$ cat src/pkg/mic_pkg.sv
// Package of register offsets, field positions and reset values for the interrupt control.
package mic_pkg;

  // ****************************************************************
  // Register offsets
  // ****************************************************************
  localparam logic [7:0] MIC_OFS_SOURCE = 8'h0C;
  localparam logic [7:0] MIC_OFS_WAKE_PIN_CTRL = 8'h2C;
  localparam logic [7:0] MIC_OFS_IRQ_ENABLE = 8'h2D;
  localparam logic [7:0] MIC_OFS_IRQ_ROUTING = 8'h2E;

  // ****************************************************************
  // Field positions of the wake and pin control register
  // ****************************************************************
  localparam int MIC_BIT_FIFO_GATE = 7;
  localparam int MIC_BIT_TRANSIENT_WAKE = 6;
  localparam int MIC_BIT_ORIENTATION_WAKE = 5;
  localparam int MIC_BIT_PULSE_WAKE = 4;
  localparam int MIC_BIT_FALL_MOTION_WAKE = 3;
  localparam int MIC_BIT_IRQ_POLARITY = 1;
  localparam int MIC_BIT_IRQ_DRIVE_SELECT = 0;

  // ****************************************************************
  // Source positions, shared by enable, routing and source registers
  // ****************************************************************
  localparam int MIC_SRC_AUTOSLEEP = 7;
  localparam int MIC_SRC_FIFO = 6;
  localparam int MIC_SRC_TRANSIENT = 5;
  localparam int MIC_SRC_ORIENTATION = 4;
  localparam int MIC_SRC_PULSE = 3;
  localparam int MIC_SRC_FALL_MOTION = 2;
  localparam int MIC_SRC_SAMPLE_READY = 0;

  // ****************************************************************
  // Writable masks and reset values
  // ****************************************************************
  localparam logic [7:0] MIC_MASK_WAKE_PIN_CTRL = 8'hFB;
  localparam logic [7:0] MIC_MASK_SOURCES = 8'hFD;
  localparam logic [7:0] MIC_RST_WAKE_PIN_CTRL = 8'h00;
  localparam logic [7:0] MIC_RST_IRQ_ENABLE = 8'h00;
  localparam logic [7:0] MIC_RST_IRQ_ROUTING = 8'h00;
  localparam logic [7:0] MIC_RST_READ_DATA = 8'h00;

endpackage

$ cat src/design/mic_top.sv
// Interrupt, wake and pin control of a three-axis motion sensor.
//
// Notes on behaviour
// Transient wake bit 6 set lets transient events wake; clear bypasses them in sleep.
// Orientation wake bit 5 set lets orientation events wake; clear bypasses them.
// Pulse wake bit 4 set lets pulse events wake; clear bypasses them.
// Fall/motion wake bit set lets fall/motion events wake; clear, reset, bypasses.
// Polarity bit 1 sets both pins' active level: 0 low, 1 high.
// Drive bit 0 selects push-pull when 0, open-drain when 1.
// Enable register holds seven source enables at bits 7..2 and 0.
// Each enable bit resets to 0, disabling; 1 enables its source.
// Only enabled sources pass their event flags to the pin logic.
// Routing bit 0 sends a source to pin two, 1 to pin one.
// Host reads the source register at 0x0C to learn active sources.
// A pin asserts while any enabled source routed to it is flagged.
// Reserved control bit 2 and enable bit 1 read zero, ignore writes.

`timescale 1ns/10ps
`default_nettype none

module mic_top #(
  parameter int REG_W = 8
) (
  // Clock, reset and clock enable.
  input wire logic clk,
  input wire logic nrst,
  input wire logic clk_en,
  input wire logic soft_reset,
  // Register port from the two-wire bus engine.
  input wire logic [7:0] reg_addr,
  input wire logic reg_wr_en,
  input wire logic [REG_W-1:0] reg_wdata,
  input wire logic reg_rd_en,
  output logic [REG_W-1:0] reg_rdata,
  // Event flags of the detection functions and the system sleep state.
  input wire logic [REG_W-1:0] event_flags,
  input wire logic sleep_mode,
  output logic wake_request,
  // Interrupt pins, as output level and output enable.
  output logic irq_pin_one_out,
  output logic irq_pin_one_oe,
  output logic irq_pin_two_out,
  output logic irq_pin_two_oe
);

  // ****************************************************************
  // Parameter check
  // ****************************************************************
  if (REG_W != 8) begin : g_width_check
    $error("mic_top serves only an eight-bit register width.");
  end

  // ****************************************************************
  // Register file
  // ****************************************************************
  logic [REG_W-1:0] wake_pin_ctrl_q;
  logic [REG_W-1:0] wake_pin_ctrl_d;
  logic [REG_W-1:0] irq_enable_q;
  logic [REG_W-1:0] irq_enable_d;
  logic [REG_W-1:0] irq_routing_q;
  logic [REG_W-1:0] irq_routing_d;
  logic [REG_W-1:0] rdata_q;
  logic [REG_W-1:0] rdata_d;
  logic [REG_W-1:0] active_src;

  always_comb begin
    wake_pin_ctrl_d = wake_pin_ctrl_q;
    irq_enable_d = irq_enable_q;
    irq_routing_d = irq_routing_q;
    rdata_d = rdata_q;
    if (soft_reset) begin
      // Software reset returns every register to its default.
      wake_pin_ctrl_d = mic_pkg::MIC_RST_WAKE_PIN_CTRL;
      irq_enable_d = mic_pkg::MIC_RST_IRQ_ENABLE;
      irq_routing_d = mic_pkg::MIC_RST_IRQ_ROUTING;
      rdata_d = mic_pkg::MIC_RST_READ_DATA;
    end else begin
      if (reg_wr_en) begin
        case (reg_addr)
          mic_pkg::MIC_OFS_WAKE_PIN_CTRL: begin
            wake_pin_ctrl_d = reg_wdata & mic_pkg::MIC_MASK_WAKE_PIN_CTRL;
          end
          mic_pkg::MIC_OFS_IRQ_ENABLE: begin
            irq_enable_d = reg_wdata & mic_pkg::MIC_MASK_SOURCES;
          end
          mic_pkg::MIC_OFS_IRQ_ROUTING: begin
            irq_routing_d = reg_wdata & mic_pkg::MIC_MASK_SOURCES;
          end
          default: begin
            wake_pin_ctrl_d = wake_pin_ctrl_q;
          end
        endcase
      end
      if (reg_rd_en) begin
        case (reg_addr)
          mic_pkg::MIC_OFS_SOURCE: begin
            rdata_d = active_src;
          end
          mic_pkg::MIC_OFS_WAKE_PIN_CTRL: begin
            rdata_d = wake_pin_ctrl_q;
          end
          mic_pkg::MIC_OFS_IRQ_ENABLE: begin
            rdata_d = irq_enable_q;
          end
          mic_pkg::MIC_OFS_IRQ_ROUTING: begin
            rdata_d = irq_routing_q;
          end
          default: begin
            rdata_d = mic_pkg::MIC_RST_READ_DATA;
          end
        endcase
      end
    end
  end

  always_ff @(posedge clk or negedge nrst) begin
    if (!nrst) begin
      wake_pin_ctrl_q <= mic_pkg::MIC_RST_WAKE_PIN_CTRL;
      irq_enable_q <= mic_pkg::MIC_RST_IRQ_ENABLE;
      irq_routing_q <= mic_pkg::MIC_RST_IRQ_ROUTING;
      rdata_q <= mic_pkg::MIC_RST_READ_DATA;
    end else if (clk_en) begin
      wake_pin_ctrl_q <= wake_pin_ctrl_d;
      irq_enable_q <= irq_enable_d;
      irq_routing_q <= irq_routing_d;
      rdata_q <= rdata_d;
    end
  end

  assign reg_rdata = rdata_q;

  // ****************************************************************
  // Source gating, routing and wake selection
  // ****************************************************************
  logic [REG_W-1:0] wake_sel;
  logic any_one;
  logic any_two;
  logic wake_hit;

  always_comb begin
    // A source whose enable is clear never reaches a pin.
    active_src = event_flags & irq_enable_q & mic_pkg::MIC_MASK_SOURCES;
    any_one = |(active_src & irq_routing_q);
    any_two = |(active_src & ~irq_routing_q);
    wake_sel = '0;
    wake_sel[mic_pkg::MIC_SRC_TRANSIENT] =
      wake_pin_ctrl_q[mic_pkg::MIC_BIT_TRANSIENT_WAKE];
    wake_sel[mic_pkg::MIC_SRC_ORIENTATION] =
      wake_pin_ctrl_q[mic_pkg::MIC_BIT_ORIENTATION_WAKE];
    wake_sel[mic_pkg::MIC_SRC_PULSE] =
      wake_pin_ctrl_q[mic_pkg::MIC_BIT_PULSE_WAKE];
    wake_sel[mic_pkg::MIC_SRC_FALL_MOTION] =
      wake_pin_ctrl_q[mic_pkg::MIC_BIT_FALL_MOTION_WAKE];
    // In sleep, functions without their wake bit are bypassed.
    wake_hit = sleep_mode && (|(active_src & wake_sel));
  end

  // ****************************************************************
  // Pin drivers
  // ****************************************************************
  logic pin_one_out_q;
  logic pin_one_out_d;
  logic pin_one_oe_q;
  logic pin_one_oe_d;
  logic pin_two_out_q;
  logic pin_two_out_d;
  logic pin_two_oe_q;
  logic pin_two_oe_d;
  logic wake_q;
  logic wake_d;
  logic polarity;
  logic open_drain;
  logic level_one;
  logic level_two;

  always_comb begin
    polarity = wake_pin_ctrl_q[mic_pkg::MIC_BIT_IRQ_POLARITY];
    open_drain = wake_pin_ctrl_q[mic_pkg::MIC_BIT_IRQ_DRIVE_SELECT];
    // Asserted pins take the polarity level, idle pins its inverse.
    level_one = any_one ? polarity : ~polarity;
    level_two = any_two ? polarity : ~polarity;
    if (open_drain) begin
      // Open drain only pulls low, so a shared line can be wired.
      pin_one_out_d = 1'b0;
      pin_one_oe_d = ~level_one;
      pin_two_out_d = 1'b0;
      pin_two_oe_d = ~level_two;
    end else begin
      pin_one_out_d = level_one;
      pin_one_oe_d = 1'b1;
      pin_two_out_d = level_two;
      pin_two_oe_d = 1'b1;
    end
    wake_d = wake_hit;
  end

  always_ff @(posedge clk or negedge nrst) begin
    if (!nrst) begin
      pin_one_out_q <= 1'b1;
      pin_one_oe_q <= 1'b1;
      pin_two_out_q <= 1'b1;
      pin_two_oe_q <= 1'b1;
      wake_q <= 1'b0;
    end else if (clk_en) begin
      pin_one_out_q <= pin_one_out_d;
      pin_one_oe_q <= pin_one_oe_d;
      pin_two_out_q <= pin_two_out_d;
      pin_two_oe_q <= pin_two_oe_d;
      wake_q <= wake_d;
    end
  end

  assign irq_pin_one_out = pin_one_out_q;
  assign irq_pin_one_oe = pin_one_oe_q;
  assign irq_pin_two_out = pin_two_out_q;
  assign irq_pin_two_oe = pin_two_oe_q;
  assign wake_request = wake_q;

endmodule

`default_nettype wire

$ cat config.mk
export PLATFORM = sky130hd
export DESIGN_NAME = mic_top
export DESIGN_NICKNAME = d
export VERILOG_FILES = /design/src/pkg/mic_pkg.sv /design/src/design/mic_top.sv
export SDC_FILE = /design/constraint.sdc
export NUM_CORES = 1
export LEC_CHECK = 0
export ABC_CLOCK_PERIOD_IN_PS = 1300
export BUFFER_PORTS_ARGS = -buffer_cell sky130_fd_sc_hd__buf_2
export CAP_MARGIN = 15
export CORE_ASPECT_RATIO = 1.75
export CORE_MARGIN = 5
export CORE_UTILIZATION = 30
export CTS_CLUSTER_DIAMETER = 60
export DETAILED_ROUTE_END_ITERATION = 16
export GPL_TIMING_DRIVEN = 0
export PLACE_DENSITY = 0.57
export SYNTH_ARGS = -nofsm -noshare
export SYNTH_HDL_FRONTEND = slang
export SYNTH_SLANG_ARGS = --single-unit
export TNS_END_PERCENT = 5
$ cat constraint.sdc
create_clock -name clk -period 1.3 [get_ports clk]
set_clock_uncertainty 0.05 [all_clocks]
set_input_delay 0.13 -clock clk [delete_from_list [all_inputs] [get_ports clk]]
set_output_delay 0.13 -clock clk [all_outputs]
set_load 0.005 [all_outputs]
Word-level counts from Yosys, hierarchy flattened
Cells that the tools add are included.

cells by class
  equal/unequal tests = 4
  divide/modulo/power cells = 0
  add/sub/neg operators = 0
  $mul = 0
  shifts and indexed selects = 0
  $lt $le $gt $ge = 0
  bitwise logic cells = 8
  reduce and logical (&&, ||, !) cells = 13
  mux-type cells = 18

operators by type and width
  kind                                                             number
  8-bit two-way mux                                                11
  8-bit one-hot mux with 4 select lines                            1
  8-bit AND                                                        3
  8-bit by 6-bit == test with 1-bit output, second input constant  3
  8-bit OR reduction                                               3
  2-bit nonzero test                                               5
  3-bit AND reduction                                              3
  8-bit by 6-bit AND with 8-bit output                             1
  8-bit by 4-bit == test with 1-bit output, second input constant  1
  8-bit inverter                                                   1
  1-bit two-way mux                                                6
  1-bit inverter                                                   3
  2-bit AND reduction                                              1
  1-bit logical AND                                                1

storage, ports and cells
  logic and storage cells = 52
  output and inout port bits = 13
  latch bits = 0
  input port bits = 31
  ROM bits = 0
  memory bits (writable) = 0
  memories = 0
  flip-flop bits (word level) = 37

Logic depth before layout (Yosys ltp)
  depth in word-level cells = 6
  mapped depth = 6
  gate-level depth less buffers = 4

Worst setup path after synthesis
No wires, ideal clock.

  kind = register -> register
  from = register irq_enable_q[5]
  to = register pin_two_out_q (netlist: irq_pin_two_out)
  path buffers = 0
  library setup time = 0.083 ns
  slack = -0.062 ns
  data required time = 1.167 ns
  arrival = 1.228 ns
  period minus slack after synthesis = 1.362 ns
  stages on the path, launching flop included = 5
  cells stage by stage = dfrtp_1 -> nand3b_1 -> o2111ai_1 -> or2_2 -> a221o_1

on the way
  longest elaborated chain between the ends = 5

RTL lines
  element                   line            RTL
  start: declaration        mic_top.sv:58   logic [REG_W-1:0] irq_enable_q;
  start signal: assignment  mic_top.sv:119  irq_enable_q <= mic_pkg::MIC_RST_IRQ_ENABLE;
  start signal: assignment  mic_top.sv:124  irq_enable_q <= irq_enable_d;
  8-bit AND                 mic_top.sv:142  active_src = event_flags & irq_enable_q & mic_pkg::MIC_MASK_SOURCES;
  8-bit AND                 mic_top.sv:144  any_two = |(active_src & ~irq_routing_q);
  8-bit OR reduction        mic_top.sv:144
  1-bit two-way mux         mic_top.sv:181  level_two = any_two ? polarity : ~polarity;
  1-bit two-way mux         mic_top.sv:182  if (open_drain) begin
  end signal: assignment    mic_top.sv:207  pin_two_out_q <= pin_two_out_d;
  end: declaration          mic_top.sv:165  logic pin_two_out_q;

Every way passes these cells.
A chain may end at the register's enable or synchronous reset.

Worst setup path in the final report
  from = register irq_enable_q[3]
  to = register pin_two_out_q (netlist: irq_pin_two_out)

Same word-level chain as after synthesis.

==> impl_metrics.csv <==
group,metric,value,unit
floorplan,core,6440,µm²
cells_and_area,mostFrequentLayoutCell,"buf_2",
worst_setup_path,rr_worst_depth,4,
drt,route.detailed.drc,0,
logic_synthesis,synth-seq-area-share,43.5,%
worst_setup_path,r2r_slack,-0.13,ns
drt,drt-pass1-iter-count,4,
logic_synthesis,ys.flop_type,"dfrtp_1",
power,ir_worst_vdd,0.000593,V
worst_setup_path,cp.arrival,1.58,ns
worst_setup_path,crit_path_end_kind,"flip-flop",
cells_and_area,fillCellCount,684,
place,hpwl,4830,µm
timing,setup_viol,4,
timing,fin_ws,-0.127,ns
floorplan,die_area,8340,µm²
worst_setup_path,setup.worst_path.start,"irq_enable_q[3]",
cells_and_area,mostFrequentLayoutCells,"43 x buf_2, 28 x dfrtp_1, 16 x buf_4, 15 x o21ai_0, 12 x nand2_1",
hold_path,holdCritStartpoint,"reg_wdata[1]",
worst_setup_path,worstPathRequired,1.46,ns
cells_and_area,multiInputGateArea,1090,µm²
timing,finalCriticalPeriod,1.43,ns
global_route,antenna_found_initial,0,
logic_synthesis,synthDistinctLibCells,42,
logic_synthesis,synth.avg_cell_area,9.99,µm²
timing,worst_hold_slack,0.0250,ns
floorplan,io_pins,44,
cts,root_buffer,"clkbuf_16",
drt,vias,1908,
status,violations,"negative setup slack",
cts,cts_tree,"yes",
cells_and_area,antenna_cells,0,
global_route,grt_pass1_wl,10500,µm
timing,timing_hold_violations_final,0,
place,gp_congestion,0.873,
power,switching_share,26.7,%
logic_synthesis,syn_area,1970,µm²
drt,viasPerCell,5.58,
cts,clock_latency,0.28,ns
worst_setup_path,crit_type,"reg -> reg",
timing,min_period_over_period,110,%
floorplan,row_count,39,
timing,grt_setup_unrepaired,"yes",
worst_setup_path,r2r_start,"irq_enable_q[3]",
worst_setup_path,crit_fanout,5,
logic_synthesis,syn_nets,228,
cells_and_area,final_area,2620,µm²
logic_synthesis,syn_inst,197,
timing,tightest_slew,0.824,ns
global_route,grt_pass1_vias,2053,
cts,cts_sinks,34,
global_route,overflow,0,
floorplan,initial_core_util,30.6,%
logic_synthesis,synth_edf_count,0,
job,max_cap_violations,0,
power,intPower,2.07,mW
cells_and_area,drive_above_1_share,38.5,%
cells_and_area,nNetsFinal,290,
hold_path,hold_path_class,"in -> reg",
status,status,"complete, but fails checks",
cells_and_area,regArea,858,µm²
logic_synthesis,synth-seq-cells,34,
cells_and_area,area_growth_syn_to_layout,33.1,%
hold_path,worstHoldPathCells,2,
cts,htreeDepth,2,
drt,wl,6620,µm
drt,dr.first_iter.drc_count,86,
timing,fmax,701,MHz
power,comb_power_share,15.7,%
logic_synthesis,synth_warnings,0,
place,dp.cells,319,
drt,wl_per_cell,19.4,µm
worst_setup_path,timing.rr.end,"irq_pin_two_out",
cts,clk_pin_slew,0.05,ns
logic_synthesis,async_flop_share,100,%
place,io_buffers,40,
worst_setup_path,setup.worst_path.start_class,"flip-flop",
power,seqPwrFrac,41.1,%
cts,cts_buffer_depth,2,
power,p_leak,1.13,nW
floorplan,die_h,117,µm
cts,cts_buffers,5,
drt,drtAntennaViolNets,0,
power,p_clk_share,43.2,%
global_route,grt_max_degree,35,
place,placed_area,2310,µm²
power,p_sw,0.756,mW
timing,slew_viol_final,0,
cells_and_area,final_cells,342,
hold_path,hold_end,"wake_pin_ctrl_q[1]",
global_route,grt_usage,16.9,%
timing,relSlewSlack,45.1,%
power,powerDensity,1080,nW/µm²
floorplan,die_w,71.2,µm
-- synthesized netlist by cell type (5+ instances only) --
| master | count | area [µm²] |
|---|---|---|
| clkbuf_1 | 7 | 26.3 |
| o21ai_0 | 15 | 75.1 |
| nand3_1 | 12 | 60.1 |
| a22oi_1 | 12 | 90.1 |
| a21oi_1 | 7 | 35.0 |
| o22ai_1 | 7 | 43.8 |
| dfrtp_1 | 30 | 751 |
| nand2_1 | 12 | 45.0 |
| a32o_1 | 6 | 60.1 |
| nor3b_1 | 8 | 60.1 |
| nor3_1 | 5 | 25.0 |
| nand3b_1 | 6 | 45.0 |
| o2bb2ai_1 | 9 | 78.8 |
| a22o_1 | 7 | 61.3 |
| inv_1 | 8 | 30.0 |
-- timing repair --
action / in CTS / in global routing
setup endpoints to repair: 19 / 23
endpoints found under the hold margin: 30 / 0
hold buffers: 1 / 0
setup buffers: 14 / 0
gates cloned: 0 / 0
pin swaps: 9 / 4
resized for setup: 8 / 7
-- sequential cells by signal, summed over array words and instances, names as in the netlist --
register         flops
wake_pin_ctrl_q      7
reg_rdata            8
irq_pin_one_oe       1
irq_pin_two_oe       1
wake_request         1
irq_routing_q        7
irq_enable_q         7
irq_pin_two_out      1
irq_pin_one_out      1
-- layer usage --
layer	GRT usage, %	wire, µm
met5	0	0
met2	31.5	3560
met3	2.22	254
met4	9.66	319
met1	17.8	2490
-- final cells by class --
type | instances | share of cell area, %
Clock inverter | 2 | 0.478
Clock buffer | 6 | 5.30
Tap cell | 82 | 3.92
Buffer | 13 | 2.68
Multi-Input combinational cell | 142 | 41.7
Timing Repair Buffer | 55 | 12.0
Inverter | 8 | 1.15
Sequential cell | 34 | 32.8
-- how the worst max path moves through the flow --
stage	to	cells after the start
after floorplan	irq_routing_q[2]	5
after global placement	wake_pin_ctrl_q[6]	6
after detailed placement	wake_pin_ctrl_q[3]	6
after CTS	irq_pin_two_out	4
after global routing	irq_pin_two_out	4
final	irq_pin_two_out	4
-- worst max-delay path, cell delays in order, from the launching register on --
cell and delay [ns]:
dfrtp_1 0.42, nand2_1 0.14, o2111ai_2 0.17, or2_4 0.28
a221o_1 0.29
-- stage by stage --
step	utilization, %	setup WS [ns]	setup TNS [ns]	power, mW
3_3_place_gp	35.8	-0.393	-9.16	1.56
6_report	40.7	-0.127	-0.344	2.83
4_1_cts	40.5	-0.124	-0.370	2.85
3_5_place_dp	35.8	-0.396	-9.40	1.57
5_1_grt	40.7	-0.186	-0.883	2.95
2_1_floorplan	-	-0.0340	-0.207	1.39
-- power groups by stage --
stage	sequential, mW	combinational (mW)	clock [mW]
after floorplan	1.17	0.221	0
after global placement	1.18	0.376	0
after detailed placement	1.19	0.380	0
after CTS	1.16	0.445	1.25
after global routing	1.17	0.492	1.29
final	1.16	0.445	1.22
-- kinds of logic after synthesis --
logic type | Yosys count | synth area share [%]
AND/OR/NAND/NOR | 66 | 23.5
buffers and inverters | 21 | 4.96
multiplexers | 3 | 1.53
flip-flops | 34 | 43.5
AO/OA/AOI/OAI | 73 | 26.6
Power figures use the tool's default switching activity.
